File: config.mk
export PLATFORM = sky130hd
export DESIGN_NAME = rtcs_scheduler
export DESIGN_NICKNAME = d
export VERILOG_FILES = /design/src/verilog/rtcs_pkg.sv /design/src/verilog/rtcs_cal_if.sv /design/src/verilog/rtcs_scheduler.sv /design/src/verilog/rtcs_calendar.sv
export SDC_FILE = /design/constraint.sdc
export NUM_CORES = 2
export LEC_CHECK = 0
export BUFFER_PORTS_ARGS = -buffer_cell sky130_fd_sc_hd__buf_4
export CORE_UTILIZATION = 60
export DETAILED_ROUTE_END_ITERATION = 12
export PLACE_DENSITY = 0.77
export SLEW_MARGIN = 40
export SYNTH_ARGS = -nofsm -noshare
export SYNTH_HDL_FRONTEND = slang
export SYNTH_SLANG_ARGS = --single-unit
File: constraint.sdc
create_clock -name clk_sys -period 40.5 [get_ports clk_sys]
set_input_delay 8.1 -clock clk_sys [delete_from_list [all_inputs] [get_ports clk_sys]]
set_output_delay 8.1 -clock clk_sys [all_outputs]
set_load 0.02 [all_outputs]
File: src/verilog/rtcs_pkg.sv
// Constants shared by the real-time clock event scheduler.
// Assumes a 10 MHz system clock and an APB slave with 32-bit data.
package rtcs_pkg;
   localparam int unsigned CLK_HZ = 10_000_000;
   localparam int unsigned MINUTE_S = 60;
   localparam int unsigned MINUTE_CYC = MINUTE_S * CLK_HZ;
   localparam int unsigned EVENT_COUNT = 21;

   // Register byte offsets.
   localparam logic [11:0] OFS_DATETIME = 12'h000;
   localparam logic [11:0] OFS_WEEKDAY = 12'h004;
   localparam logic [11:0] OFS_CTRL = 12'h008;
   localparam logic [11:0] OFS_STATUS = 12'h00c;
   localparam logic [3:0] OFS_EVENT_PAGE = 4'h1;

   // Date-time word fields: year, month, day, hours, minutes.
   localparam int unsigned DT_YY_LSB = 25;
   localparam int unsigned DT_MO_LSB = 21;
   localparam int unsigned DT_DD_LSB = 16;
   localparam int unsigned DT_HH_LSB = 8;
   localparam int unsigned DT_MI_LSB = 0;
   // Event words: day selector, time of day and action code.
   localparam int unsigned EV_DAY_LSB = 24;
   localparam int unsigned EV_TIME_LSB = 8;
   localparam int unsigned EV_ACT_LSB = 0;
   // Control bits.
   localparam int unsigned CTRL_WAIT_BIT = 0;
   localparam int unsigned CTRL_AND_BIT = 1;

   // Reset values.
   localparam logic [2:0] WDAY_RST = 3'h1;
   localparam logic [1:0] CTRL_RST = 2'h1;
   localparam logic [4:0] MO_RST = 5'h01;
   localparam logic [4:0] DD_RST = 5'h01;

   // Day selector codes.
   localparam logic [3:0] DAY_OFF = 4'h0;
   localparam logic [3:0] DAY_ANY = 4'h8;
   localparam logic [3:0] DAY_MON_FRI = 4'h9;
   localparam logic [3:0] DAY_SAT_SUN = 4'ha;
   localparam logic [3:0] DAY_MON_THU = 4'hb;
   localparam logic [3:0] DAY_FRI_SUN = 4'hc;
   localparam logic [3:0] DAY_SUN_FRI = 4'hd;

   // Action codes.
   localparam logic [4:0] ACT_NONE = 5'h00;
   localparam logic [4:0] ACT_AO_A_OFF = 5'h09;
   localparam logic [4:0] ACT_AO_A_ON = 5'h0a;
   localparam logic [4:0] ACT_AO_B_OFF = 5'h0b;
   localparam logic [4:0] ACT_AO_B_ON = 5'h0c;
   localparam logic [4:0] ACT_RLY1_ON = 5'h0d;
   localparam logic [4:0] ACT_RLY1_OFF = 5'h0e;
   localparam logic [4:0] ACT_RLY2_ON = 5'h0f;
   localparam logic [4:0] ACT_RLY2_OFF = 5'h10;
   localparam logic [4:0] ACT_START = 5'h11;
   localparam logic [4:0] ACT_STOP = 5'h12;

   typedef enum logic [1:0] {ST_IDLE, ST_SCAN} rtcs_state_t;
endpackage : rtcs_pkg

File: src/verilog/rtcs_cal_if.sv
// Link between the register front end and the calendar counter.
// Both ends run on clk_sys.
`timescale 1ns/1ps
interface rtcs_cal_if;
   logic load_time;
   logic load_wday;
   logic [31:0] ld_word;
   logic [2:0] ld_wday;
   logic [6:0] yy;
   logic [4:0] mo;
   logic [4:0] dd;
   logic [4:0] hh;
   logic [5:0] mi;
   logic [2:0] wday;
   logic tick;
   modport ctl (output load_time, load_wday, ld_word, ld_wday,
      input yy, mo, dd, hh, mi, wday, tick);
   modport cal (input load_time, load_wday, ld_word, ld_wday,
      output yy, mo, dd, hh, mi, wday, tick);
endinterface : rtcs_cal_if

File: src/verilog/rtcs_scheduler.sv
// Real-time clock with a 21-entry time-of-day event scheduler, APB slave.
// Assumes synchronous inputs on clk_sys; APB answers with no wait states.
`timescale 1ns/1ps
module rtcs_scheduler
   import rtcs_pkg::*;
#(
   parameter int unsigned MINUTE_CYCLES = MINUTE_CYC
)
(
   // Clock and reset
   input wire logic clk_sys,
   input wire logic rst,
   // APB slave
   input wire logic psel,
   input wire logic penable,
   input wire logic pwrite,
   input wire logic [11:0] paddr,
   input wire logic [31:0] pwdata,
   output logic [31:0] prdata,
   output logic pready,
   output logic pslverr,
   // Selections and start requests from inputs and bus
   input wire logic [1:0] ext_setup,
   input wire logic [1:0] ext_preset,
   input wire logic di_start,
   input wire logic bus_start,
   // Drive commands
   output logic [1:0] setup_sel,
   output logic [1:0] preset_sel,
   output logic analog_output_a,
   output logic analog_output_b,
   output logic relay_1,
   output logic relay_2,
   output logic run_cmd
);
   rtcs_cal_if cal_if ();
   rtcs_state_t state;
   logic [3:0] ev_day [EVENT_COUNT];
   logic [10:0] now, ev_on [EVENT_COUNT], ev_off [EVENT_COUNT];
   logic [4:0] ev_on_act [EVENT_COUNT], ev_off_act [EVENT_COUNT];
   logic [EVENT_COUNT-1:0] on_hit, off_hit, passed, pend_on, pend_off;
   logic [1:0] ctrl, sched_setup, sched_preset;
   logic [4:0] idx, cur_act, ev_idx;
   logic wr, rd, ev_sel, ev_word, mapped, phase, sched_run;
   logic load_d, startup_pending, sched_setup_valid, sched_preset_valid;
   logic [31:0] next_rdata;

   rtcs_calendar #(.MINUTE_CYCLES(MINUTE_CYCLES)) rtcs_calendar_inst (
      .clk_sys(clk_sys), .rst(rst), .cal(cal_if.cal));

   function automatic logic day_match(input logic [3:0] sel,
      input logic [2:0] wd);
      case (sel)
         DAY_ANY: day_match = 1'b1;
         DAY_MON_FRI: day_match = wd <= 3'd5;
         DAY_SAT_SUN: day_match = wd >= 3'd6;
         DAY_MON_THU: day_match = wd <= 3'd4;
         DAY_FRI_SUN: day_match = wd >= 3'd5;
         DAY_SUN_FRI: day_match = wd != 3'd6;
         default: day_match = sel != DAY_OFF && sel[2:0] == wd;
      endcase
   endfunction : day_match

   function automatic logic [2:0] act_group(input logic [4:0] act);
      act_group = (act == ACT_NONE) ? 3'd0 : 3'((act - 5'd1) >> 2) + 3'd1;
   endfunction : act_group

   // APB decode; event words sit at 0x100 + 8 * index, two words each.
   assign wr = psel && penable && pwrite;
   assign rd = psel && !pwrite;
   assign ev_idx = paddr[7:3];
   assign ev_word = paddr[2];
   assign ev_sel = paddr[11:8] == OFS_EVENT_PAGE && paddr[1:0] == 2'h0
      && ev_idx < 5'(EVENT_COUNT);
   assign pready = 1'b1;
   assign pslverr = psel && penable && !mapped;
   assign now = {cal_if.hh, cal_if.mi};
   assign cal_if.load_time = wr && paddr == OFS_DATETIME;
   assign cal_if.load_wday = wr && paddr == OFS_WEEKDAY;
   assign cal_if.ld_word = pwdata;
   assign cal_if.ld_wday = pwdata[2:0];

   always_comb
   begin
      mapped = 1'b1;
      next_rdata = '0;
      if (ev_sel && !ev_word)
         next_rdata = {4'h0, ev_day[ev_idx], 3'h0, ev_on[ev_idx][10:6],
            2'h0, ev_on[ev_idx][5:0], 3'h0, ev_on_act[ev_idx]};
      else if (ev_sel)
         next_rdata = {11'h0, ev_off[ev_idx][10:6], 2'h0,
            ev_off[ev_idx][5:0], 3'h0, ev_off_act[ev_idx]};
      else
         case (paddr)
            OFS_DATETIME: next_rdata = {cal_if.yy, cal_if.mo[3:0],
               cal_if.dd, 3'h0, cal_if.hh, 2'h0, cal_if.mi};
            OFS_WEEKDAY: next_rdata = {29'h0, cal_if.wday};
            OFS_CTRL: next_rdata = {30'h0, ctrl};
            OFS_STATUS: next_rdata = {22'h0, run_cmd, relay_2, relay_1,
               analog_output_b, analog_output_a, preset_sel, setup_sel,
               state == ST_SCAN};
            default: mapped = 1'b0;
         endcase
   end

   always_ff @(posedge clk_sys or posedge rst)
   begin
      if (rst)
         prdata <= '0;
      else if (rd && !penable)
         prdata <= next_rdata;
   end

   always_ff @(posedge clk_sys or posedge rst)
   begin
      if (rst)
         ctrl <= CTRL_RST;
      else if (wr && paddr == OFS_CTRL)
         ctrl <= pwdata[1:0];
   end

   // Table writes; a field wider than its range is taken as written.
   always_ff @(posedge clk_sys or posedge rst)
   begin
      if (rst)
         for (int i = 0; i < EVENT_COUNT; i++)
         begin
            ev_day[i] <= DAY_OFF;
            ev_on[i] <= '0;
            ev_on_act[i] <= ACT_NONE;
            ev_off[i] <= '0;
            ev_off_act[i] <= ACT_NONE;
         end
      else if (wr && ev_sel && !ev_word)
      begin
         ev_day[ev_idx] <= pwdata[EV_DAY_LSB +: 4];
         ev_on[ev_idx] <= {pwdata[EV_TIME_LSB+8 +: 5],
            pwdata[EV_TIME_LSB +: 6]};
         ev_on_act[ev_idx] <= pwdata[EV_ACT_LSB +: 5];
      end
      else if (wr && ev_sel)
      begin
         ev_off[ev_idx] <= {pwdata[EV_TIME_LSB+8 +: 5],
            pwdata[EV_TIME_LSB +: 6]};
         ev_off_act[ev_idx] <= pwdata[EV_ACT_LSB +: 5];
      end
   end

   // Each event is judged on its own, so periods may overlap.
   for (genvar g = 0; g < EVENT_COUNT; g++)
   begin : g_event
      logic dm;
      assign dm = day_match(ev_day[g], cal_if.wday);
      assign on_hit[g] = dm && ev_on[g] == now;
      assign off_hit[g] = ev_day[g] != DAY_OFF && ev_off[g] == now;
      assign passed[g] = dm && ev_on[g] <= now
         && (ev_off[g] > now || ev_off[g] < ev_on[g]);
   end

   // The catch-up runs at most once: on the first time load after reset, if the wait bit is clear.
   always_ff @(posedge clk_sys or posedge rst)
   begin
      if (rst)
      begin
         load_d <= 1'b0;
         startup_pending <= 1'b1;
      end
      else
      begin
         load_d <= cal_if.load_time;
         if (load_d)
            startup_pending <= 1'b0;
      end
   end

   // One action per cycle: OFF of an event, then its ON, index upward.
   always_ff @(posedge clk_sys or posedge rst)
   begin
      if (rst)
      begin
         state <= ST_IDLE;
         idx <= '0;
         phase <= 1'b0;
         pend_on <= '0;
         pend_off <= '0;
      end
      else
         case (state)
            ST_IDLE:
               if (cal_if.tick || (load_d && startup_pending
                  && !ctrl[CTRL_WAIT_BIT]))
               begin
                  pend_on <= cal_if.tick ? on_hit : passed;
                  pend_off <= cal_if.tick ? off_hit : '0;
                  idx <= '0;
                  phase <= 1'b0;
                  state <= ST_SCAN;
               end
            ST_SCAN:
            begin
               phase <= !phase;
               if (phase && idx == 5'(EVENT_COUNT - 1))
                  state <= ST_IDLE;
               else if (phase)
                  idx <= idx + 5'd1;
            end
            default: state <= ST_IDLE;
         endcase
   end

   always_comb
   begin
      cur_act = ACT_NONE;
      if (state == ST_SCAN && phase && pend_on[idx])
         cur_act = ev_on_act[idx];
      else if (state == ST_SCAN && !phase && pend_off[idx]
         && act_group(ev_off_act[idx]) == act_group(ev_on_act[idx]))
         cur_act = ev_off_act[idx];
   end

   // Scheduler's own selections; each holds until another action of its own kind.
   always_ff @(posedge clk_sys or posedge rst)
   begin
      if (rst)
      begin
         sched_setup_valid <= 1'b0;
         sched_setup <= '0;
         sched_preset_valid <= 1'b0;
         sched_preset <= '0;
      end
      else if (cur_act != ACT_NONE && cur_act <= 5'd4)
      begin
         sched_setup_valid <= 1'b1;
         sched_setup <= 2'(cur_act - 5'd1);
      end
      else if (cur_act > 5'd4 && cur_act < ACT_AO_A_OFF)
      begin
         sched_preset_valid <= 1'b1;
         sched_preset <= 2'(cur_act - 5'd5);
      end
   end

   always_ff @(posedge clk_sys or posedge rst)
   begin
      if (rst)
      begin
         analog_output_a <= 1'b0;
         analog_output_b <= 1'b0;
         relay_1 <= 1'b0;
         relay_2 <= 1'b0;
      end
      else
         case (cur_act)
            ACT_AO_A_OFF: analog_output_a <= 1'b0;
            ACT_AO_A_ON: analog_output_a <= 1'b1;
            ACT_AO_B_OFF: analog_output_b <= 1'b0;
            ACT_AO_B_ON: analog_output_b <= 1'b1;
            ACT_RLY1_ON: relay_1 <= 1'b1;
            ACT_RLY1_OFF: relay_1 <= 1'b0;
            ACT_RLY2_ON: relay_2 <= 1'b1;
            ACT_RLY2_OFF: relay_2 <= 1'b0;
            default: ;
         endcase
   end

   always_ff @(posedge clk_sys or posedge rst)
   begin
      if (rst)
         sched_run <= 1'b0;
      else if (cur_act == ACT_START)
         sched_run <= 1'b1;
      else if (cur_act == ACT_STOP)
         sched_run <= 1'b0;
   end

   always_ff @(posedge clk_sys or posedge rst)
   begin
      if (rst)
      begin
         setup_sel <= '0;
         preset_sel <= '0;
         run_cmd <= 1'b0;
      end
      else
      begin
         setup_sel <= sched_setup_valid ? sched_setup : ext_setup;
         preset_sel <= sched_preset_valid ? sched_preset
            : ext_preset;
         run_cmd <= ctrl[CTRL_AND_BIT] ? sched_run && di_start && bus_start
            : sched_run || di_start || bus_start;
      end
   end

   a_scan_length: assert property (@(posedge clk_sys) disable iff (rst)
      state == ST_IDLE ##1 state == ST_SCAN |-> ##41 state == ST_SCAN
      ##1 state == ST_IDLE) else $error("scan length wrong");
   a_setup_prio: assert property (@(posedge clk_sys) disable iff (rst)
      sched_setup_valid |=> setup_sel == $past(sched_setup))
      else $error("setup override lost");
   a_preset_prio: assert property (@(posedge clk_sys) disable iff (rst)
      sched_preset_valid |=> preset_sel == $past(sched_preset))
      else $error("preset override lost");
   a_off_group: assert property (@(posedge clk_sys) disable iff (rst)
      state == ST_SCAN && !phase && cur_act != ACT_NONE |->
      act_group(cur_act) == act_group(ev_on_act[idx]))
      else $error("unrelated off action run");
   a_ao_switch: assert property (@(posedge clk_sys) disable iff (rst)
      cur_act == ACT_AO_A_ON |=> analog_output_a)
      else $error("analog output a not switched on");
   a_stop_only: assert property (@(posedge clk_sys) disable iff (rst)
      cur_act == ACT_STOP |=> !sched_run && $stable(relay_1)
      && $stable(analog_output_a)) else $error("stop had side effect");
   a_run_and: assert property (@(posedge clk_sys) disable iff (rst)
      ctrl[CTRL_AND_BIT] && !sched_run |=> !run_cmd)
      else $error("and combine ignored");
   a_wait_startup: assert property (@(posedge clk_sys) disable iff (rst)
      load_d && ctrl[CTRL_WAIT_BIT] && state == ST_IDLE && !cal_if.tick
      |=> state == ST_IDLE) else $error("catch-up in wait mode");
endmodule : rtcs_scheduler

File: src/verilog/rtcs_calendar.sv
// Minute prescaler, date and time of day, and weekday counter.
// Assumes loaded values are in range; the weekday is never derived.
`timescale 1ns/1ps
module rtcs_calendar
   import rtcs_pkg::*;
#(
   parameter int unsigned MINUTE_CYCLES = MINUTE_CYC
)
(
   // Clock and reset
   input wire logic clk_sys,
   input wire logic rst,
   // Front end
   rtcs_cal_if.cal cal
);
   localparam logic [29:0] PRESC_MAX = 30'(MINUTE_CYCLES - 1);
   logic [29:0] presc;
   logic wrap;
   logic [4:0] month_days;
   logic end_hour;
   logic end_day;
   logic end_month;

   assign wrap = (presc == PRESC_MAX) && !cal.load_time;
   assign end_hour = cal.mi == 6'd59;
   assign end_day = end_hour && cal.hh == 5'd23;
   assign end_month = end_day && cal.dd == month_days;

   always_comb
   begin
      case (cal.mo)
         5'd4, 5'd6, 5'd9, 5'd11: month_days = 5'd30;
         5'd2: month_days = (cal.yy[1:0] == 2'h0) ? 5'd29 : 5'd28;
         default: month_days = 5'd31;
      endcase
   end

   // Writing the time restarts the minute, so counting starts from it.
   always_ff @(posedge clk_sys or posedge rst)
   begin
      if (rst)
         presc <= '0;
      else if (cal.load_time || presc == PRESC_MAX)
         presc <= '0;
      else
         presc <= presc + 30'd1;
   end

   always_ff @(posedge clk_sys or posedge rst)
   begin
      if (rst)
         cal.tick <= 1'b0;
      else
         cal.tick <= wrap;
   end

   always_ff @(posedge clk_sys or posedge rst)
   begin
      if (rst)
      begin
         cal.yy <= '0;
         cal.mo <= MO_RST;
         cal.dd <= DD_RST;
         cal.hh <= '0;
         cal.mi <= '0;
      end
      else if (cal.load_time)
      begin
         cal.yy <= cal.ld_word[DT_YY_LSB +: 7];
         cal.mo <= {1'b0, cal.ld_word[DT_MO_LSB +: 4]};
         cal.dd <= cal.ld_word[DT_DD_LSB +: 5];
         cal.hh <= cal.ld_word[DT_HH_LSB +: 5];
         cal.mi <= cal.ld_word[DT_MI_LSB +: 6];
      end
      else if (wrap)
      begin
         cal.mi <= end_hour ? 6'd0 : cal.mi + 6'd1;
         if (end_hour)
            cal.hh <= end_day ? 5'd0 : cal.hh + 5'd1;
         if (end_day)
            cal.dd <= end_month ? DD_RST : cal.dd + 5'd1;
         if (end_month)
            cal.mo <= (cal.mo == 5'd12) ? MO_RST : cal.mo + 5'd1;
         if (end_month && cal.mo == 5'd12)
            cal.yy <= (cal.yy == 7'd99) ? 7'd0 : cal.yy + 7'd1;
      end
   end

   always_ff @(posedge clk_sys or posedge rst)
   begin
      if (rst)
         cal.wday <= WDAY_RST;
      else if (cal.load_wday)
         cal.wday <= cal.ld_wday;
      else if (wrap && end_day)
         cal.wday <= (cal.wday == 3'd7) ? 3'd1 : cal.wday + 3'd1;
   end

   a_midnight_roll: assert property (@(posedge clk_sys) disable iff (rst)
      wrap && end_day |=> cal.hh == 5'd0 && cal.mi == 6'd0 && cal.tick)
      else $error("time did not roll over at midnight");
   a_time_load: assert property (@(posedge clk_sys) disable iff (rst)
      cal.load_time |=> cal.mi == $past(cal.ld_word[5:0]) && !cal.tick)
      else $error("loaded minutes not taken");
   a_weekday_range: assert property (@(posedge clk_sys) disable iff (rst)
      cal.wday != 3'd0) else $error("weekday out of range");
endmodule : rtcs_calendar

==> impl_metrics.yaml <==
synthesis:
  synth_top_area_share_pct: 37.1
  synth_seq_cells: 917
  syn_inst: 5535
  syn_area_per_cell_um2: 11.1
  ys_seq_area_share_pct: 37.3
  yosysMostFrequentCell: "dfrtp_1"
  synth_async_sr_flop_share_pct: 100
  yosysWarnings: 0
  synth.area.top_cells: "dfrtp_1 37%, ha_1 14%, mux2_2 14%"
  yosys.area.top_type: "dfrtp_1"
  synth-edff-count: 0
  synth_ff_type: "dfrtp_1"
  ys_types: 78
  synth.top_cells.by_count: "912 x dfrtp_1, 756 x mux2_2, 694 x ha_1"
  synth_area_um2: 61500
placed_design:
  gp_congestion: 1.04
  hpwlAfterDp_um: 138000
  port_buffers: 90
cts:
  clock_latency_ns: 0.72
  cts_hold_repair.buffers: 0
  cts_max_level: 3
  cts_resized: 0
  root_buffer: "clkbuf_16"
  postCtsSetupBuffers: 0
  clkTransAtPathRegs_ns: 0.07
  cts_buffers: 102
  clock_sinks: 917
  cts_tree: "yes"
  cts_buffer_depth: 3
global_route:
  antenna_found_initial: 16
  grt_first_pass_wirelength_um: 303000
  grt_pass1_vias: 47893
  grt_max_degree: 99
  track_usage_pct: 39.3
  grt.overflow.total: 0
outcome:
  status: "complete, no violations"
power_and_ir_drop:
  powerDensity_nw_per_um2: 32.8
  irDropWorstVdd_mv: 0.0375
  p_leak_nw: 32.3
final_layout:
  syn2layout_area_growth_pct: 9.21
  final_nets: 6214
  n_fill_cell: 7580
  multi_input_area_um2: 36300
  layout.core_utilization_pct: 66.1
  seqCellArea_um2: 23000
  drive_gt1_share_pct: 25.2
routing:
  routed-via-count: 48665
  drcViolationCount: 0
  wl_um: 204000
  final_antenna_net_count: 0
  drt_iter0_drc: 6346
  via_per_inst: 7.03
  wl_per_cell_um: 29.4
  dr.pass1.iters: 8
timing:
  timing.setup.tns_ns: 0
  slew_headroom_pct: 29.7
  finalHoldViolCount: 0
  max_freq_mhz: 54.4
  min_period_ns: 18.40
  slew_violations: 0
  rsz0062_at_grt: "no"
  skew_ns: 0.0482
  setup_viol: 0
  worst_pin_slew_ns: 1.05
  whs_ns: 0.409
  period_share_pct: 45.4
floorplanning:
  core_area_um2: 102000
  dieArea_um2: 104000
  num_io_pins: 98
  die_width_um: 322
  rows: 117
  initial_core_util_pct: 60.5
  chipHeight_um: 322
flow_run:
  maxCapViolations: 0
setup_path:
  crit_fanout: 4
  endpoint_kind: "output pin"
  required_ns: 32.40
  path_class: "primary input to output pin"
  startpoint_type: "primary input"
  worstPathArrival_ns: 10.30
hold_path:
  worstHoldPathType: "flip-flop to flip-flop"
-- flip-flops by register name, summed over array words and instances (netlist names), 2 cells and up --
signal,cells
sched_preset,2
ev_off,231
rtcs_calendar_inst.cal.mo,5
rtcs_calendar_inst.cal.yy,7
pend_on,21
rtcs_calendar_inst.cal.wday,3
ev_on_act,105
idx,5
prdata,30
ev_day,84
pend_off,21
rtcs_calendar_inst.cal.mi,6
ev_off_act,105
sched_setup,2
preset_sel,2
rtcs_calendar_inst.cal.dd,5
rtcs_calendar_inst.cal.hh,5
ev_on,231
setup_sel,2
ctrl,2
rtcs_calendar_inst.presc,30
-- layout make-up --
class	count	share of cell area (%)
diodes	3	0.0112
flip-flops and latches	917	34.2
clock inverters	49	1.02
well taps	1368	2.55
inverters	306	1.72
multi-input cells	3964	54.0
clock buffers	145	4.44
repair buffers	174	2.12
-- routing by layer --
layer | share of wire [%] | up-vias | wire, um | track usage (%)
met2 | 42 | 2980 | 84600 | 56.1
li1 | - | 20568 | - | -
met3 | 14 | 789 | 28500 | 14.4
met4 | 7.1 | 24 | 14500 | 23.8
met1 | 37 | 24304 | 75800 | 50.9
met5 | 0.11 | - | 224 | 0.602
-- placed cells by master (no fill, tap or decap), types with 25 or more instances in the layout --
cell type,instances
nand2b_1,66
inv_1,291
dfrtp_1,906
nor3_1,78
a31oi_1,65
o41ai_1,30
a22oi_1,107
o21a_1,146
buf_4,156
mux2i_1,54
nand4_1,99
ha_1,694
o21ai_0,205
nor2b_1,86
nand3_1,106
a21o_1,193
xor2_1,32
or3_1,25
o211ai_1,32
a221oi_1,33
mux2_2,756
nor2_1,164
a21oi_1,198
a211oi_1,36
and3_1,29
clkbuf_16,103
xnor2_1,43
clkbuf_8,27
mux4_2,214
nand2_1,263
-- through the flow --
step                      area [um^2]  std cells  power [W]  setup slack, ns
after detailed placement        63400       6729    0.00119            22.31
after global routing            67200       6923    0.00225            22.18
after global placement          63300       6726    0.00119            22.32
after CTS                       67100       6923    0.00219            22.31
after floorplan                 61500       5536    0.00112             6.63
final                           67200       6926    0.00220            22.10
-- final timing paths --
| kind | from | endpoint | slack (ns) | cells after the start |
|---|---|---|---|---|
| max | paddr[1] | pslverr | 22.10 | 7 |
| min | load_d | startup_pending | 0.41 | 1 |
| max reg2reg | idx[0] | sched_setup[0] | 33.91 | 19 |
| min reg2reg | load_d | startup_pending | 0.41 | 1 |
| max in group asynchronous | rst | ev_off_act[91] | 29.73 | 7 |
| min in group asynchronous | rst | ev_day[35] | 7.48 | 2 |
-- where the power goes --
group | leakage (nW) | internal (W) | switching, W
registers | 12.6 | 0.000924 | 0.0000222
clock network | 1.80 | 0.000594 | 0.000417
logic | 17.9 | 0.0000786 | 0.000166
-- critical path, cell delays in order --
cell,delay (ns)
buf_4,0.11
or4_1,0.51
nor2_1,0.45
nand2_1,0.51
o211ai_1,0.37
nor2_1,0.07
buf_4,0.16
-- logic make-up after synthesis --
kind of cell	count (synthesis)	share of synthesized area, %
AO/OA/AOI/OAI	1161	12.6
multiplexers	1029	22.6
AND/OR/NAND/NOR	1001	8.12
flip-flops	917	37.3
adder cells (fa/ha/maj)	694	14.1
buffers and inverters	655	4.07
XOR/XNOR	76	1.10
other	2	0.0122
Note: power is estimated with default switching activity, not from simulation.
